### src/rtl/plso_pkg.sv
// constants and types for the pointer literal and stack instruction executor
package plso_pkg;

   // ----------------------------------------------------------------
   // widths and reset values
   // ----------------------------------------------------------------
   localparam int PLSO_PTR_W = 12;
   localparam int PLSO_NUM_PTR = 3;
   localparam logic [PLSO_PTR_W-1:0] PLSO_PTR_RST = 12'h000;
   localparam logic [7:0] PLSO_BYTE_RST = 8'h00;

   // ----------------------------------------------------------------
   // opcode fields
   // ----------------------------------------------------------------
   localparam logic [7:0] PLSO_SUB_HI = 8'hE9;
   localparam logic [7:0] PLSO_PUSH_HI = 8'hFA;
   localparam logic [8:0] PLSO_MOVE_P1 = 9'h1D7;
   localparam logic [3:0] PLSO_MOVE_P2 = 4'hF;
   localparam logic [1:0] PLSO_SEL_MAX = 2'h2;
   localparam logic [1:0] PLSO_SEL_TWO = 2'h2;
   localparam int PLSO_LIT6_W = 6;
   localparam int PLSO_OFS_W = 7;
   localparam int PLSO_SEL_LSB = 6;
   localparam int PLSO_HI_LSB = 8;
   localparam int PLSO_P1_LSB = 7;
   localparam int PLSO_P2_LSB = 12;

   // ----------------------------------------------------------------
   // control states
   // ----------------------------------------------------------------
   typedef enum logic [1:0] {
      PLSO_IDLE = 2'h1,
      PLSO_SRC  = 2'h2
   } plso_state_t;

endpackage

### src/rtl/plso_ptr_reg.sv
// one file select pointer with core load and literal subtract
`timescale 1ns/1ns
module plso_ptr_reg
   import plso_pkg::*;
#(
   parameter int PTR_W = PLSO_PTR_W
) (
   // clock and reset
   input wire logic clock,
   input wire logic rst,
   // core load
   input wire logic load_en,
   input wire logic [PTR_W-1:0] load_val,
   // instruction subtract
   input wire logic sub_en,
   input wire logic [PTR_W-1:0] sub_val,
   // pointer value
   output logic [PTR_W-1:0] ptr_q
);

   logic [PTR_W-1:0] ptr_d;

   if (PTR_W < PLSO_OFS_W + 1) begin : g_bad_w
      $error("pointer width too small for offsets");
   end

   // ----------------------------------------------------------------
   // next value
   // ----------------------------------------------------------------
   always_comb begin
      ptr_d = ptr_q;
      if (sub_en) begin
         ptr_d = PTR_W'(ptr_q - sub_val);
      end else if (load_en) begin
         ptr_d = load_val;
      end
   end

   always_ff @(posedge clock) begin
      if (rst) begin
         ptr_q <= PTR_W'(PLSO_PTR_RST);
      end else begin
         ptr_q <= ptr_d;
      end
   end

endmodule // plso_ptr_reg

### src/rtl/plso_top.sv
// executor for literal push, pointer subtract and indexed move
// How it works
// - pointer subtract takes an unsigned 6-bit literal from the selected pointer
// - subtract decodes from upper byte E9h, selector bits 7:6, literal 5:0
// - result lands in same pointer in one cycle, selector 3 refused, no flags
// - push word FAh writes literal at pointer two, then pointer two minus one
// - move takes two words, each 7-bit offset added to pointer two
`timescale 1ns/1ns
module plso_top
   import plso_pkg::*;
#(
   parameter int PTR_W = PLSO_PTR_W
) (
   // clock and reset
   input wire logic clock,
   input wire logic rst,
   // instruction words
   input wire logic instr_valid,
   input wire logic [15:0] instr_word,
   // execution status
   output logic move_pend_q,
   output logic illegal_q,
   // pointer load from core
   input wire logic load_en,
   input wire logic [1:0] load_sel,
   input wire logic [PTR_W-1:0] load_val,
   // pointer values
   output logic [PTR_W-1:0] ptr0_q,
   output logic [PTR_W-1:0] ptr1_q,
   output logic [PTR_W-1:0] ptr2_q,
   // data memory
   output logic mem_re_q,
   output logic mem_we_q,
   output logic [PTR_W-1:0] mem_addr_q,
   output logic [7:0] mem_wdata_q,
   input wire logic [7:0] mem_rdata
);

   plso_state_t state_q;
   plso_state_t state_d;
   logic mem_re_d;
   logic mem_we_d;
   logic [PTR_W-1:0] mem_addr_d;
   logic [7:0] mem_wdata_d;
   logic illegal_d;
   logic [PTR_W-1:0] ptr_w [PLSO_NUM_PTR];
   logic sub_en [PLSO_NUM_PTR];
   logic [PTR_W-1:0] sub_val [PLSO_NUM_PTR];
   logic is_sub;
   logic is_push;
   logic is_mv1;
   logic is_mv2;
   logic [1:0] sel;
   logic [PTR_W-1:0] lit6;
   logic [7:0] lit8;
   logic [PTR_W-1:0] ofs;
   logic [PTR_W-1:0] idx_addr;

   // ----------------------------------------------------------------
   // pointer file
   // ----------------------------------------------------------------
   for (genvar i = 0; i < PLSO_NUM_PTR; i++) begin : g_ptr
      plso_ptr_reg #(
         .PTR_W(PTR_W)
      ) u_ptr (
         .clock(clock),
         .rst(rst),
         .load_en(load_en && (load_sel == 2'(i))),
         .load_val(load_val),
         .sub_en(sub_en[i]),
         .sub_val(sub_val[i]),
         .ptr_q(ptr_w[i])
      );
   end

   assign ptr0_q = ptr_w[0];
   assign ptr1_q = ptr_w[1];
   assign ptr2_q = ptr_w[2];

   // ----------------------------------------------------------------
   // word decode
   // ----------------------------------------------------------------
   always_comb begin
      is_sub = instr_word[15:PLSO_HI_LSB] == PLSO_SUB_HI;
      sel = instr_word[PLSO_SEL_LSB+1:PLSO_SEL_LSB];
      lit6 = PTR_W'(instr_word[PLSO_LIT6_W-1:0]);
      is_push = instr_word[15:PLSO_HI_LSB] == PLSO_PUSH_HI;
      lit8 = instr_word[7:0];
      is_mv1 = instr_word[15:PLSO_P1_LSB] == PLSO_MOVE_P1;
      is_mv2 = instr_word[15:PLSO_P2_LSB] == PLSO_MOVE_P2;
      ofs = PTR_W'(instr_word[PLSO_OFS_W-1:0]);
      idx_addr = PTR_W'(ptr_w[2] + ofs);
   end

   // ----------------------------------------------------------------
   // execution control
   // ----------------------------------------------------------------
   always_comb begin
      state_d = state_q;
      mem_re_d = 1'b0;
      mem_we_d = 1'b0;
      mem_addr_d = mem_addr_q;
      mem_wdata_d = mem_wdata_q;
      illegal_d = 1'b0;
      for (int i = 0; i < PLSO_NUM_PTR; i++) begin
         sub_en[i] = 1'b0;
         sub_val[i] = PTR_W'(1);
      end
      case (state_q)
         PLSO_IDLE: begin
            if (instr_valid) begin
               if (is_sub) begin
                  if (sel > PLSO_SEL_MAX) begin
                     illegal_d = 1'b1;
                  end
                  for (int i = 0; i < PLSO_NUM_PTR; i++) begin
                     if (sel == 2'(i)) begin
                        sub_en[i] = 1'b1;
                        sub_val[i] = lit6;
                     end
                  end
               end else if (is_push) begin
                  mem_we_d = 1'b1;
                  mem_addr_d = ptr_w[2];
                  mem_wdata_d = lit8;
                  sub_en[2] = 1'b1;
                  sub_val[2] = PTR_W'(1);
               end else if (is_mv1) begin
                  state_d = PLSO_SRC;
                  mem_re_d = 1'b1;
                  mem_addr_d = idx_addr;
               end else begin
                  illegal_d = 1'b1;
               end
            end
         end
         PLSO_SRC: begin
            mem_re_d = 1'b1;
            if (instr_valid) begin
               mem_re_d = 1'b0;
               state_d = PLSO_IDLE;
               if (is_mv2) begin
                  mem_we_d = 1'b1;
                  mem_addr_d = idx_addr;
                  mem_wdata_d = mem_rdata;
               end else begin
                  illegal_d = 1'b1;
               end
            end
         end
         default: begin
            state_d = PLSO_IDLE;
         end
      endcase
   end

   always_ff @(posedge clock) begin
      if (rst) begin
         state_q <= PLSO_IDLE;
         mem_re_q <= 1'b0;
         mem_we_q <= 1'b0;
         mem_addr_q <= PTR_W'(PLSO_PTR_RST);
         mem_wdata_q <= PLSO_BYTE_RST;
         illegal_q <= 1'b0;
         move_pend_q <= 1'b0;
      end else begin
         state_q <= state_d;
         mem_re_q <= mem_re_d;
         mem_we_q <= mem_we_d;
         mem_addr_q <= mem_addr_d;
         mem_wdata_q <= mem_wdata_d;
         illegal_q <= illegal_d;
         move_pend_q <= state_d == PLSO_SRC;
      end
   end
endmodule // plso_top

### config.mk
export PLATFORM = sky130hd
export DESIGN_NAME = plso_top
export DESIGN_NICKNAME = d
export VERILOG_FILES = /design/src/rtl/plso_pkg.sv /design/src/rtl/plso_ptr_reg.sv /design/src/rtl/plso_top.sv
export SDC_FILE = /design/constraint.sdc
export NUM_CORES = 1
export LEC_CHECK = 0
export ABC_AREA = 1
export BUFFER_PORTS_ARGS = -buffer_cell sky130_fd_sc_hd__clkbuf_2
export CAP_MARGIN = 15
export CORE_UTILIZATION = 52
export CTS_BUF_LIST = sky130_fd_sc_hd__clkbuf_4
export CTS_CLUSTER_DIAMETER = 50
export DETAILED_ROUTE_END_ITERATION = 10
export PLACE_DENSITY_LB_ADDON = 0.1
export SLEW_MARGIN = 20
export SYNTH_ARGS = -nofsm -noshare
export SYNTH_HDL_FRONTEND = slang
export SYNTH_SLANG_ARGS = --single-unit
### constraint.sdc
create_clock -name clock -period 2.7 [get_ports clock]
set_input_delay 0.135 -clock clock [delete_from_list [all_inputs] [get_ports clock]]
set_output_delay 0.135 -clock clock [all_outputs]
set_load 0.05 [all_outputs]
==> summary.md <==
| Metric | Value |
|---|---|
| Status | `complete, no violations` |
| First-pass GRT wire length | `23200 µm` |
| Avg WL per Cell | `14.0 µm` |
| Pwr dens | `399 nW/µm²` |
| Core area | `9200 µm²` |
| Grt total ovfl | `0` |
| Most used cell, CP | `nand2_1` |
| Placed Area | `5470 µm²` |
| Placed cells | `993` |
| NumNets Final | `976` |
| Syn-to-layout area delta | `16.0%` |
| #FFs+latches synth | `62` |
| Setup Skew | `0.0215 ns` |
| ANT cells | `0` |
| CP max-delay cell | `fa_1` |
| Root buf cell | `clkbuf_4` |
| Initial cell density of the core | `0.536` |
| WS Path Type | `reg2reg` |
| Required time of the critical path | `3.02 ns` |
| ANT nets after route | `0` |
| Cell Count, Final, Fillers Out | `1019` |
| Most used routing layer | `met2` |
| Port bufs | `101` |
| Post-place setup slack | `0.188 ns` |
| Synth Flop Type | `dfxtp_1` |
| Tcrit/Tclk final | `0.935` |
| Layout cells sized above 1 | `0.176` |
| Die H | `99.4 µm` |
| Crit. End Element | `flop` |
| RSZ-0062 raised after global routing | `true` |
| Count leader, synth | `nand2_1` |
| Final Hold Viols | `0` |
| Synth Instances | `795` |
| Synth top area share | `0.252` |
| GRT met3 Usage | `0.0520` |
| Leading cell types by count after synthesis | `259 x nand2_1, 103 x inv_1, 71 x nand3_1` |
| Die Width | `99.4 µm` |
| M1 GR Usage | `0.371` |
| Worst Path Buf+Inv | `4` |
| Slew margin rel. | `0.444` |
| Post-synth EDFFs | `0` |
| Seq/Total Area, Yosys | `0.252` |
| Largest net degree at the start of global routing | `31` |
| Cell variety after synth | `42` |
| Min-delay worst type | `in2reg` |
| Worst vdd ir | `between 0.2 and 0.3 mV` |
| Clk buf depth | `2` |
| Crit path max fanout | `16` |
| CTS tree | `yes` |
| Final Max Tran Viols | `0` |
| Synth warnings | `0` |
| 1st-pass router iterations | `7` |
| Worst hold start | `instr_valid` |
| Vias in the first global route | `5134` |
| Post-synthesis net count | `868` |
| Arrival time at the worst endpoint | `about 2.8 ns` |
| Vias per cell | `5.39` |
| Worst Tran Pin Value | `0.833 ns` |
| Total GRT Usage | `0.297` |
| Post-route setup TNS | `0 ns` |
| Initial DRC Count | `between 150 and 200` |
| WHS | `0.0674 ns` |
| Met2 Use GR | `0.499` |
| Fmax | `around 0.4 GHz` |
| Min Tclk post-route | `2.53 ns` |
| Clk Latency, worst-skew pair | `0.45 ns` |
| Crit. Startpoint | `state_q[1]` |
| Die area | `9870 µm²` |
| Crit path max-delay family | `adder cells` |
| CTS sink cnt | `62` |
| Critical path, cell by cell | `inv_1 -> ha_1 -> inv_2 -> nor2_8 -> nand2_4 -> inv_6 -> nand2_1 -> ha_1 -> inv_1 -> fa_1 -> nand3_1 -> nand3_1 -> nand2_1 -> nand2_1 -> nand2_1 -> nand2_1 -> o21ai_1 -> a21oi_1` |
| Design Area, Final | `5720 µm²` |
| Setup slack after layout | `0.175 ns` |
| Final WL | `14200 µm` |
| Initial antenna violation count | `0` |
| P_leak | `between 2 and 3 nW` |
| H-tree levels | `3` |
| Syn Std Cell Area | `4930 µm²` |
| Finish-stage setup viols | `0` |
| Cell taking the most area after synthesis | `dfxtp_1` |
| Tot Pwr | `2.28 mW` |
| Worst-path clk slew | `~0.11 ns` |
| Max-cap violation count | `0` |
| CTS Buf Count | `9` |
| Site Rows | `35` |
| Slowest cell delay on critical path | `0.42 ns` |
| DP HPWL | `10600 µm` |
| Gp weighted congestion | `roughly 0.94` |
| DR DRC count | `0` |
| # IOs | `102` |
| Final design utilization | `0.622` |
| Synth area leaders | `dfxtp_1 25%, nand2_1 20%, inv_1 7.8%` |
| Worst setup SP type | `flop` |
| Post-CTS setup buffers | `0` |
| Async S/R FF share, synth | `0` |
| Via Count | `roughly 5500` |
| Worst r2r src | `state_q[1]` |
| Avg Inst Size Synth | `6.20 µm²` |
[layer usage]
layer	part of all wire	vias to the layer above	wire (µm)
met5	0	-	0
met4	0.032	0	458
met3	0.069	43	979
met2	0.47	197	6630
met1	0.43	2492	6160
li1	-	2765	-
[path summary, 6_finish.rpt]
check,to,slack [ns],depth (start not counted)
setup reg to reg,g_ptr[0].u_ptr.ptr_q[8],0.17,18
setup / recovery,g_ptr[0].u_ptr.ptr_q[8],0.17,18
hold reg to reg,mem_addr_q[1],0.47,2
hold / removal,mem_we_q,0.07,3
[layout make-up]
cell class,instances,area (µm²)
clock inverters,6,52.6
multi-input cells,605,3150
clock buffers,10,75.1
flip-flops and latches,62,1240
fillers,914,3480
repair buffers,115,636
inverters,110,424
well taps,111,139
[kinds of logic (layout without fill, tap and decap cells)]
kind of cell | Yosys count | in the layout | synth area share
flops | 62 | 62 | 0.252
buf+inv | 128 | 241 | 0.113
xor+xnor | 15 | 15 | 0.0267
fa+ha+maj | 31 | 31 | 0.0848
simple gates | 439 | 439 | 0.392
compound gates | 120 | 120 | 0.132
[report_power, final]
group | internal (mW) | total [mW] | switching [mW]
logic | 0.203 | 0.638 | 0.434
registers | 0.949 | 0.984 | 0.0349
clock network | 0.282 | 0.661 | 0.379
[state kept, by name (all words and copies together), names as in the netlist]
register	count
g_ptr.u_ptr.ptr_q	36
mem_addr_q	12
mem_wdata_q	8
state_q	2
illegal_q	1
mem_re_q	1
mem_we_q	1
move_pend_q	1
[what timing repair did]
action / CTS / global route
endpoints found under the hold margin: 8 / 0
hold buffers: 10 / 0
resized for setup: 0 / 8
setup endpoints to repair: 0 / 16
[worst reg2reg max path: cells and delay by family, from the launching register on]
family	cells	cell delay, ns
AO/OA/AOI/OAI	2	0.18
adder cells (fa/ha/maj)	3	0.78
buffers and inverters	4	0.33
flip-flops	1	0.36
AND/OR/NAND/NOR	9	0.76
[cell usage in the layout (no fill, tap or decap), drive strengths merged]
cell | netlist | routed
nand2 | 268 | 268
clkbuf | 5 | 111
inv | 109 | 109
nand3 | 74 | 74
nor2 | 65 | 65
dfxtp | 62 | 62
o21ai | 57 | 57
a21oi | 47 | 47
ha | 27 | 27
xor2 | 13 | 13
nor3 | 11 | 11
nand4 | 10 | 10
dlygate4sd3 | 0 | 10
a31oi | 9 | 9
nand3b | 7 | 7
clkinv | 1 | 6
o211ai | 5 | 5
fa | 4 | 4
buf | 13 | 4
or2 | 3 | 3
xnor2 | 2 | 2
o21a | 1 | 1
o21bai | 1 | 1
and3 | 1 | 1
bufinv | 0 | 1
Note: power is estimated with default switching activity, not from simulation.
